## src/include/sadc_pkg.sv

```systemverilog
// Purpose: constants and carriers for the sar converter control block
// Assumes: 32-bit apb, byte registers in the low bits of each word
// Notes:   register index is the printed offset, byte address is index*4
// Summary of operation
// software-start mode plus start bit begins conversion
// mode 00 off, 01 software, 11 repeat
// channel code n selects analog input n
// input disable bit: 0 enable, 1 disable
// ladder on during conversion, or always when set
// time code picks 39 to 1248 clock periods
// start bit self-clears once conversion begins
// completion stores result, sets done, raises irq
// result bits 9..2 high, 1..0 in low reg
// reading high result register clears done flag
// busy set on start, cleared on end/standby
// unstable low status bits and control-two top bits
// standby resets control registers and blocks writes
// software writes bit0 zero, bit4 one
// software never restarts during a running conversion
// software changes channel only while idle
// software reads low status before high result
// software disables inputs when none used
// repeat mode restarts after every completion
// disable in repeat stops, no result stored
// busy held for selected time, done withheld
package sadc_pkg;
  localparam logic [7:0] SADC_IDX_CTRL_ONE  = 8'h1c; // conv_control_one
  localparam logic [7:0] SADC_IDX_CTRL_TWO  = 8'h1d; // conv_control_two
  localparam logic [7:0] SADC_IDX_RES_LOW   = 8'h1e; // result_low_status
  localparam logic [7:0] SADC_IDX_RES_HIGH  = 8'h1f; // result_high
  localparam logic [7:0] SADC_CTRL_ONE_RST  = 8'h10; // input disable set
  localparam logic [7:0] SADC_CTRL_TWO_RST  = 8'h00; // time 000, ladder off
  localparam logic [7:0] SADC_RES_HIGH_RST  = 8'h00;
  localparam logic [1:0] SADC_MODE_OFF      = 2'h0;
  localparam logic [1:0] SADC_MODE_SW       = 2'h1;
  localparam logic [1:0] SADC_MODE_REPEAT   = 2'h3;
  localparam int         SADC_START_POS     = 7;
  localparam int         SADC_MODE_POS      = 5;
  localparam int         SADC_DIS_POS       = 4;
  localparam int         SADC_LADDER_POS    = 5;
  localparam int         SADC_TIME_POS      = 1;
  localparam int         SADC_DONE_POS      = 5;
  localparam int         SADC_BUSY_POS      = 4;
  localparam int         SADC_RES_W         = 10;
  localparam logic [11:0] SADC_T39   = 12'h027; // 39 clock periods
  localparam logic [11:0] SADC_T78   = 12'h04e;
  localparam logic [11:0] SADC_T156  = 12'h09c;
  localparam logic [11:0] SADC_T312  = 12'h138;
  localparam logic [11:0] SADC_T624  = 12'h270;
  localparam logic [11:0] SADC_T1248 = 12'h4e0;
  // control register one fields
  typedef struct packed {
    logic       start;
    logic [1:0] mode;
    logic       in_dis;
    logic [3:0] chan;
  } sadc_ctrl_one_s;
  // conversion result value only, no channel
  typedef struct packed {
    logic [9:0] value;
  } sadc_result_s;
endpackage

```

## src/hdl/sadc_ctrl.sv

```systemverilog
// Purpose: apb register file and sequencing of a 10-bit sar converter
// Assumes: comparator result arrives on I_SAR_RESULT when conversion ends
// Notes:   standby input holds control registers at reset and locks them
//
// Decided for this implementation: the APB register port.
module sadc_ctrl
  import sadc_pkg::*;
(
  input  wire logic        I_MCLK,
  input  wire logic        I_SRST,
  input  wire logic        I_PSEL,
  input  wire logic        I_PENABLE,
  input  wire logic        I_PWRITE,
  input  wire logic [9:0]  I_PADDR,
  input  wire logic [31:0] I_PWDATA,
  input  wire logic        I_STANDBY,       // stop/slow/sleep entry, from pin
  input  wire logic [9:0]  I_SAR_RESULT,    // analog result bits
  output logic [31:0]      O_PRDATA,
  output logic             O_PREADY,
  output logic             O_PSLVERR,
  output logic [3:0]       O_CHANNEL_SELECT,
  output logic             O_ANALOG_INPUT_DISABLE,
  output logic             O_LADDER_CONNECT,
  output logic             O_SAMPLE,        // conversion in progress
  output logic             O_CONV_DONE_IRQ  // one-cycle request
);
  sadc_ctrl_one_s ctl1_ff;               // conv_control_one
  logic [7:0]     ctl2_ff;               // conv_control_two
  sadc_result_s   res_ff;                // stored result
  logic           done_ff;               // conv_done_flag
  logic           sb_meta_ff, sb_ff;     // standby synchroniser
  logic           start_go;              // start accepted this cycle
  logic           abort;                 // conversion killed
  logic           run, t_done;           // timer state
  logic           wr_acc, rd_acc;        // apb access phases
  logic [7:0]     idx;                   // register index
  logic           mapped;
  logic [7:0]     rd_byte;

  // standby pin crossing
  always_ff @(posedge I_MCLK) begin
    if (I_SRST) begin
      sb_meta_ff <= 1'b0;
      sb_ff      <= 1'b0;
    end else begin
      sb_meta_ff <= I_STANDBY;
      sb_ff      <= sb_meta_ff;
    end
  end

  assign idx    = I_PADDR[9:2];
  assign mapped = (idx >= SADC_IDX_CTRL_ONE) && (idx <= SADC_IDX_RES_HIGH);
  assign wr_acc = I_PSEL && I_PENABLE && I_PWRITE && O_PREADY;
  assign rd_acc = I_PSEL && I_PENABLE && !I_PWRITE && O_PREADY;

  // start taken in software or repeat mode when idle
  assign start_go = ctl1_ff.start && !run && !sb_ff &&
                    (ctl1_ff.mode == SADC_MODE_SW ||
                     ctl1_ff.mode == SADC_MODE_REPEAT);
  // repeat chains a new conversion on each completion
  logic chain;
  assign chain = t_done && ctl1_ff.mode == SADC_MODE_REPEAT && !sb_ff;
  // leaving an active mode or standby stops at once
  assign abort = run && (sb_ff || ctl1_ff.mode == SADC_MODE_OFF ||
                 ctl1_ff.mode == 2'h2);

  sadc_timer u_timer (
    .i_clk   (I_MCLK),
    .i_rst   (I_SRST),
    .i_start (start_go || chain),
    .i_abort (abort),
    .i_code  (ctl2_ff[SADC_TIME_POS +: 3]),
    .o_run   (run),
    .o_done  (t_done)
  );

  // control register one
  always_ff @(posedge I_MCLK) begin
    if (I_SRST || sb_ff) begin
      ctl1_ff <= sadc_ctrl_one_s'(SADC_CTRL_ONE_RST);
    end else if (wr_acc && idx == SADC_IDX_CTRL_ONE) begin
      ctl1_ff <= sadc_ctrl_one_s'(I_PWDATA[7:0]);
    end else if (start_go) begin
      ctl1_ff.start <= 1'b0;
    end
  end

  // control register two
  always_ff @(posedge I_MCLK) begin
    if (I_SRST || sb_ff) begin
      ctl2_ff <= SADC_CTRL_TWO_RST;
    end else if (wr_acc && idx == SADC_IDX_CTRL_TWO) begin
      ctl2_ff <= I_PWDATA[7:0];
    end
  end

  // result capture only on a completed conversion
  always_ff @(posedge I_MCLK) begin
    if (I_SRST || sb_ff) begin
      res_ff <= sadc_result_s'({2'h0, SADC_RES_HIGH_RST});
    end else if (t_done) begin
      res_ff.value <= I_SAR_RESULT;
    end
  end

  // done flag: set wins over read clear
  always_ff @(posedge I_MCLK) begin
    if (I_SRST || sb_ff) begin
      done_ff <= 1'b0;
    end else if (t_done) begin
      done_ff <= 1'b1;
    end else if (rd_acc && idx == SADC_IDX_RES_HIGH) begin
      done_ff <= 1'b0;
    end
  end

  // read mux; unstable/undefined bits read as zero
  always_comb begin
    unique case (idx)
      SADC_IDX_CTRL_ONE: rd_byte = ctl1_ff;
      SADC_IDX_CTRL_TWO: rd_byte = {2'h0, ctl2_ff[5:0]};
      SADC_IDX_RES_LOW:  rd_byte = {res_ff.value[1:0], done_ff, run, 4'h0};
      SADC_IDX_RES_HIGH: rd_byte = res_ff.value[9:2];
      default:           rd_byte = 8'h00;
    endcase
  end

  // apb: one wait state, error on unmapped
  always_ff @(posedge I_MCLK) begin
    if (I_SRST) begin
      O_PREADY  <= 1'b0;
      O_PRDATA  <= 32'h0000_0000;
      O_PSLVERR <= 1'b0;
    end else begin
      O_PREADY  <= I_PSEL && I_PENABLE && !O_PREADY;
      O_PRDATA  <= {24'h00_0000, rd_byte};
      O_PSLVERR <= I_PSEL && I_PENABLE && !O_PREADY && !mapped;
    end
  end

  // analog side controls
  always_ff @(posedge I_MCLK) begin
    if (I_SRST) begin
      O_CHANNEL_SELECT       <= 4'h0;
      O_ANALOG_INPUT_DISABLE <= 1'b1;
      O_LADDER_CONNECT       <= 1'b0;
      O_SAMPLE               <= 1'b0;
      O_CONV_DONE_IRQ        <= 1'b0;
    end else begin
      O_CHANNEL_SELECT       <= ctl1_ff.chan;
      O_ANALOG_INPUT_DISABLE <= ctl1_ff.in_dis;
      O_LADDER_CONNECT       <= ctl2_ff[SADC_LADDER_POS] || run;
      O_SAMPLE               <= run;
      O_CONV_DONE_IRQ        <= t_done;
    end
  end

  chk_start_clears: assert property (@(posedge I_MCLK) disable iff (I_SRST)
    start_go |=> !ctl1_ff.start)
    else $error("start bit did not clear");
  chk_start_busy: assert property (@(posedge I_MCLK) disable iff (I_SRST)
    (start_go && !abort) |=> run)
    else $error("conversion did not begin");
  chk_done_flag: assert property (@(posedge I_MCLK) disable iff (I_SRST)
    (t_done && !sb_ff) |=> done_ff && res_ff.value == $past(I_SAR_RESULT))
    else $error("completion not recorded");
  chk_irq_pulse: assert property (@(posedge I_MCLK) disable iff (I_SRST)
    t_done |=> O_CONV_DONE_IRQ)
    else $error("irq missing");
  chk_read_clear: assert property (@(posedge I_MCLK) disable iff (I_SRST)
    (rd_acc && idx == SADC_IDX_RES_HIGH && !t_done && !sb_ff) |=> !done_ff)
    else $error("done not cleared by read");
  chk_repeat_chain: assert property (@(posedge I_MCLK) disable iff (I_SRST)
    (chain && !abort) |=> run)
    else $error("repeat did not restart");
  chk_abort_nostore: assert property (@(posedge I_MCLK) disable iff (I_SRST)
    (abort && !sb_ff && !rd_acc) |=> $stable(res_ff) && done_ff == $past(done_ff))
    else $error("abort stored result");
  chk_standby_reset: assert property (@(posedge I_MCLK) disable iff (I_SRST)
    sb_ff |=> ctl1_ff == SADC_CTRL_ONE_RST && !run)
    else $error("standby did not reset");
  chk_ladder: assert property (@(posedge I_MCLK) disable iff (I_SRST)
    run |=> O_LADDER_CONNECT)
    else $error("ladder off during conversion");
  cov_sw_done: cover property (@(posedge I_MCLK) disable iff (I_SRST)
    start_go ##[1:1000] t_done);
  cov_repeat: cover property (@(posedge I_MCLK) disable iff (I_SRST) chain);
  cov_abort: cover property (@(posedge I_MCLK) disable iff (I_SRST) abort);
endmodule

```

## src/hdl/sadc_timer.sv

```systemverilog
// Purpose: conversion-time counter for the sar converter control
// Assumes: one start pulse per conversion, abort clears it
// Notes:   done pulses once after the selected number of cycles
module sadc_timer
  import sadc_pkg::*;
(
  input  wire logic        i_clk,
  input  wire logic        i_rst,
  input  wire logic        i_start,   // begin counting
  input  wire logic        i_abort,   // stop, no done
  input  wire logic [2:0]  i_code,    // conversion time code
  output logic             o_run,     // counting
  output logic             o_done     // one-cycle completion pulse
);
  logic [11:0] cnt_ff;                // cycles remaining
  logic [11:0] len;                   // decoded length

  // decode time code; reserved codes fall back to shortest
  always_comb begin
    unique case (i_code)
      3'h2:    len = SADC_T78;
      3'h3:    len = SADC_T156;
      3'h4:    len = SADC_T312;
      3'h5:    len = SADC_T624;
      3'h6:    len = SADC_T1248;
      default: len = SADC_T39;
    endcase
  end

  // countdown; done on the last cycle
  always_ff @(posedge i_clk) begin
    o_done <= 1'b0;
    if (i_rst || i_abort) begin
      cnt_ff <= 12'h000;
      o_run  <= 1'b0;
    end else if (i_start) begin
      cnt_ff <= len - 12'h001;
      o_run  <= 1'b1;
    end else if (o_run) begin
      if (cnt_ff == 12'h001) begin
        o_run  <= 1'b0;
        o_done <= 1'b1;
      end
      cnt_ff <= cnt_ff - 12'h001;
    end
  end

  chk_timer_len: assert property (@(posedge i_clk) disable iff (i_rst)
    (i_start && !i_abort && i_code == 3'h0) |-> ##39 o_done)
    else $error("short conversion length wrong");
endmodule

```

## config.mk

```make
export PLATFORM = sky130hd
export DESIGN_NAME = sadc_ctrl
export DESIGN_NICKNAME = d
export VERILOG_FILES = /design/src/include/sadc_pkg.sv /design/src/hdl/sadc_ctrl.sv /design/src/hdl/sadc_timer.sv
export SDC_FILE = /design/constraint.sdc
export NUM_CORES = 1
export LEC_CHECK = 0
export ABC_CLOCK_PERIOD_IN_PS = 2850
export BUFFER_PORTS_ARGS = -buffer_cell sky130_fd_sc_hd__buf_4
export CAP_MARGIN = 20
export CELL_PAD_IN_SITES_DETAIL_PLACEMENT = 2
export CELL_PAD_IN_SITES_GLOBAL_PLACEMENT = 2
export CORE_MARGIN = 5
export CORE_UTILIZATION = 28
export DETAILED_ROUTE_END_ITERATION = 8
export PLACE_DENSITY_LB_ADDON = 0.3
export SLEW_MARGIN = 20
export SYNTH_ARGS = -nofsm -noshare
export SYNTH_HDL_FRONTEND = slang
export SYNTH_SLANG_ARGS = --single-unit
```

## constraint.sdc

```tcl
create_clock -name I_MCLK -period 2.85 [get_ports I_MCLK]
set_input_delay 0.57 -clock I_MCLK [delete_from_list [all_inputs] [get_ports I_MCLK]]
set_output_delay 0.57 -clock I_MCLK [all_outputs]
set_load 0.05 [all_outputs]
```

======== After elaboration in Yosys (flattened, before gate mapping) ========
Index checks and enable logic that the tools add are counted.
storage, ports and cells
  register bits after elaboration ......... 83
  bits of input ports ..................... 58
  logic and storage cells ................. 85
operators by class
  add/subtract/negate cells ............... 2
  order comparisons ....................... 2
  equality and inequality tests ........... 13
  multiplexer cells ....................... 12
  bitwise operators ....................... 1
  reduce and logical (&&, ||, !) cells .... 34
operators with widths
  kind                                                                number
  case mux 11 bit (5 select lines)                                    1
  equality test 8 x 5 -> 1 bit (second input constant)                4
  case mux 8 bit (4 select lines)                                     1
  two-way mux 12 bit                                                  2
  logical AND 1 bit                                                   17
  equality test 12 x 1 -> 1 bit (second input constant)               1
  subtractor 11 x 1 -> 12 bit (second input constant)                 1
  subtractor 12 x 1 -> 12 bit (second input constant)                 1
  equality test 3 bit (second input constant)                         3
  greater-or-equal comparator 8 x 5 -> 1 bit (second input constant)  1
  less-or-equal comparator 8 x 5 -> 1 bit (second input constant)     1
  two-way mux 1 bit                                                   8
  logical OR 1 bit                                                    7
  equality test 3 x 2 -> 1 bit (second input constant)                2
  nonzero test 2 bit                                                  3
  logical NOT 1 bit                                                   5
  equality test 2 bit (second input constant)                         2
  OR reduction 3 bit                                                  1
  equality test 2 x 1 -> 1 bit (second input constant)                1
  logical NOT 2 bit                                                   1
  NOT 1 bit                                                           1

======== Longest topological paths before layout ========
  word-level depth ........................ 6
  gate-level depth with buffers ........... 6

======== Hierarchy ========
A second synthesis with hierarchy kept.
second synthesis, totals
  cell total of the unflattened synthesis .. 292
  area, all modules ....................... 2765.2 µm²
modules (own cells, without submodules)
  module      times used  cells each  area each (µm²)  sequential area each (µm²)
  sadc_ctrl   1           196         1953.1           900.9
  sadc_timer  1           96          812.0            280.3

======== Worst setup path before layout ========
OpenSTA, ideal clock, no wires.
  kind .................................... register to register
  start ................................... reg O_PREADY
  end ..................................... reg ctl1_ff[4] (netlist bit)
  library setup time ...................... 0.120 ns
  data arrival time ....................... 2.061 ns
  data required time ...................... 2.730 ns
  slack ................................... 0.670 ns
  cell stages (with the launch flop) ...... 5
  buffers on the path ..................... 0
  clock period less this slack ............ 2.180 ns
  path through ............................ dfxtp_1 > or4bb_4 > nor4_4 > nor2b_1 > a211o_1
between the ends
  longest elaborated chain between the ends .. 2
RTL lines
  item                    line              source
  start, declared         sadc_ctrl.sv:19   output logic O_PREADY,
  start signal, assigned  sadc_ctrl.sv:135  O_PREADY <= I_PSEL && I_PENABLE && !O_PREADY;
  logical AND 1 bit       sadc_ctrl.sv:53   assign wr_acc = I_PSEL && I_PENABLE && I_PWRITE && O_PREADY;
  logical AND 1 bit       sadc_ctrl.sv:81   end else if (wr_acc && idx == SADC_IDX_CTRL_ONE) begin
  end signal, assigned    sadc_ctrl.sv:80   ctl1_ff <= sadc_ctrl_one_s'(SADC_CTRL_ONE_RST);
  end signal, assigned    sadc_ctrl.sv:82   ctl1_ff <= sadc_ctrl_one_s'(I_PWDATA[7:0]);
  end, declared           sadc_ctrl.sv:27   sadc_ctrl_one_s ctl1_ff;
Every way passes these cells.
A chain may end at the register's enable or synchronous reset.

======== Worst setup path after layout ========
  start ................................... reg u_timer.o_run
  end ..................................... reg u_timer.cnt_ff[5]
between the ends
  longest elaborated chain between the ends .. 6
  elaborated cells between the ends (all ways) .. 9
  classes of those cells .................. mux: 1; reduce/logical: 8
RTL lines
  item                                                             line              source
  start, declared                                                  sadc_timer.sv:12  output logic o_run,
  start signal, assigned                                           sadc_timer.sv:35  o_run <= 1'b0;
  start signal, assigned                                           sadc_timer.sv:38  o_run <= 1'b1;
  start signal, assigned                                           sadc_timer.sv:41  o_run <= 1'b0;
  logical NOT 1 bit                                                sadc_ctrl.sv:57   assign start_go = ctl1_ff.start && !run && !sb_ff &&
  logical AND 1 bit (3 in series)                                  sadc_ctrl.sv:57
  logical OR 1 bit                                                 sadc_ctrl.sv:70   .i_start (start_go || chain),
  two-way mux 12 bit / nonzero test 2 bit (equally long branches)  n/a
  end signal, assigned                                             sadc_timer.sv:37  cnt_ff <= len - 12'h001;
  end signal, assigned                                             sadc_timer.sv:44  cnt_ff <= cnt_ff - 12'h001;
  end, declared                                                    sadc_timer.sv:15  logic [11:0] cnt_ff;
Several ways; a longest one is shown, not always the timed one.

==> impl_results.md <==
* Status: finished clean
* Min-delay worst type: flip-flop to flip-flop
* Mapped Area at 2690 um2
* CTS tree: built
* Worst Tran Pin Value at just under 1 ns
* Reg2reg path depth at 4
* Post-synth EDFFs at 0
* F_max at approximately 500 MHz
* Worst R2R Start: u_timer.o_run
* Reg2reg setup slack at around 0.86 ns
* Final Util at a little over a third
* Initial Util at 28.98%
* DP Cell Count at 453
* Clk pin slew, worst setup/hold paths at approximately 0.07 ns
* Seq cells post-synth at 59
* IO Pins at 100
* Total Power at about 1.7 mW
* Hold path start: sb_meta_ff
* Worst flop-to-flop path endpoint: u_timer.cnt_ff[5]
* Clock H-tree levels at 3
* Via count at approximately 2,100
* Worst Setup Start Kind: flip-flop
* Post-CTS resize count at 0
* Leakage power at about 1.3 nW
* Die Wd at between 100 and 150 um
* Fraction of layout cells with a size suffix above 1 at approximately a quarter
* Worst Hold Path EP: sb_ff
* Antenna violations before repair at 0
* Commonest non-fill, non-tap cell in the layout: dfxtp_1
* WL per Instance at 15.64 um
* Total GRT Usage at about an eighth
* N_diodes at 0
* DIE AREA at between 10,000 and 15,000 um2
* Final setup viols at 0
* Post-Syn Area per Cell at between 9 and 10 um2
* Port bufs at 49
* 1st-pass router iterations at 4
* Non-Filler Instances at roughly 470
* P&R area growth vs syn at 22.23%
* CTS buffer count at 9
* CP Max Fanout at 18
* Drt first-iter violations at 26
* Grt ovf at 0
* Critical Path RT at ~3.1 ns
* WL final at 7335 um
* Cells after synthesis at 287
* Chip Height at around 110 um
* Top_reg_cell synth: dfxtp_1
* Skew-Pair Late Insertion Delay at 0.34 ns
* RD Place Congestion at about 0.71
* Remaining antenna violation count after routing at 0
* Most frequent cells in the layout: dfxtp_1, buf_4, nor2_1
* Critical path arrival at ~2.3 ns
* Fin area at roughly 3300 um2
* Register area share after synthesis at 43.91%
* Via-to-Cell Ratio at about 4.5
* Layout Nets at just under 400
* RSZ-0062 raised after global routing: no
* Vias in the first global route at 2,291
* Core Rows at 35
* Fin. Hold Viols at 0
* Yosys synthesis warning count at 0
* Cts hold-fix bufs at 0
* Peak supply drop at around 0.21 mV
* Max-slew violation count at 0
* Crit share post-route at 69.79%
* Placed instance area at slightly above 3000 um2
* Largest net degree at the start of global routing at 26
* Crit end category: flip-flop
* Clock sinks at 59
* Maximum root-to-sink buffer count at 2
* First-pass GRT wire length at around 12,000 um
* Post-synthesis cell type count at between 40 and 50
* Cell Pwr Density at 525.8 nW/um2
* # Post-CTS Setup Buffers at 0
* Setup TNS Final at 0 ns
* Max_slew headroom at about a third
* Core box area at approximately 9300 um2
* Min cycle time layout at 1.989 ns
* Max-cap viol count at 0
* Hold path cells at 1
* Setup CP Type: flip-flop to flip-flop
* Async set-reset flop share out of synthesis at 0%
* DR DRC count at 0
* Root Driver: clkbuf_8
* DP Wirelength at about 5400 um
* Clock Skews at just under 0.007 ns
==> cells in the mapped netlist, drive strengths merged (3+ instances only) <==
| cell | instances | share of area [%] |
|---|---|---|
| dfxtp | 59 | 44 |
| xnor2 | 4 | 1.3 |
| nand3 | 5 | 0.93 |
| inv | 4 | 0.56 |
| nand2 | 13 | 1.8 |
| nor2b | 12 | 2.8 |
| o21ai | 5 | 0.93 |
| mux2i | 25 | 9.3 |
| buf | 25 | 6.8 |
| nor4 | 5 | 2.3 |
| clkbuf | 13 | 1.8 |
| a22oi | 4 | 1.1 |
| nor2 | 43 | 6.0 |
| or2 | 4 | 0.93 |
| xor2 | 6 | 2.0 |
| nand2b | 3 | 0.70 |
| a21oi | 11 | 2.0 |
| nor3 | 4 | 0.74 |
| mux2 | 4 | 1.7 |
==> registers in the layout, indices dropped and copies added, names as in the netlist, 4 cells and up <==
name,flops
u_timer.cnt_ff,12
ctl2_ff,6
res_ff,10
ctl1_ff,8
O_PRDATA,8
O_CHANNEL_SELECT,4
==> through the flow <==
stage	hold WS, ns	setup WS (ns)
floorplan	0.4138	0.6698
global placement	0.4258	0.6544
detailed placement	0.4433	0.6182
CTS	0.4315	0.8469
global route	0.4490	0.6149
finish	0.4476	0.8610
==> power breakdown <==
group / switching, mW / internal [mW] / total (mW)
logic: 0.113 / 0.0383 / 0.151
clock network: 0.350 / 0.400 / 0.750
registers: 0.00151 / 0.827 / 0.828
==> logic make-up after synthesis <==
logic type | after synthesis | share of synthesized area, %
adder cells (fa/ha/maj) | 2 | 0.9301
AO/OA/AOI/OAI | 36 | 8.558
AND/OR/NAND/NOR | 106 | 21.35
XOR/XNOR | 10 | 3.256
other | 1 | 0.1394
buffers and inverters | 42 | 9.209
multiplexers | 31 | 12.65
flip-flops | 59 | 43.91
==> critical path, stage by stage (launching register included) <==
cell	delay, ns
dfxtp_1	0.73
nor4b_1	0.68
nand2_1	0.15
xor2_1	0.17
a21boi_0	0.18
==> layer usage <==
metal	wire, um	up-vias	global-route usage (%)
met5	0	-	0
met4	66	0	3.517
met3	248	5	4.000
met2	3828	39	23.18
met1	3191	1017	15.20
li1	-	1037	-
==> worst max-delay path by stage <==
stage	startpoint	end	slack [ns]	cells past startpoint
6_report	u_timer.o_run	u_timer.cnt_ff[5]	0.86	4
3_5_place_dp	I_PADDR[9]	ctl1_ff[4]	0.62	6
5_1_grt	u_timer.o_run	u_timer.cnt_ff[5]	0.61	4
2_1_floorplan	O_PREADY	ctl1_ff[4]	0.67	4
3_3_place_gp	I_PADDR[9]	ctl1_ff[4]	0.65	6
4_1_cts	u_timer.o_run	u_timer.cnt_ff[5]	0.85	4
==> area by class of cell <==
| class | instances | area, um2 |
|---|---|---|
| fill | 1074 | 5996 |
| timing repair buffer | 52 | 390.4 |
| clock buffer | 9 | 123.9 |
| multi-input combinational | 209 | 1348 |
| inverter | 4 | 15.01 |
| sequential | 59 | 1181 |
| tap | 129 | 161.4 |
| clock inverter | 7 | 68.82 |
No activity file was read; power rests on OpenSTA's default activity.
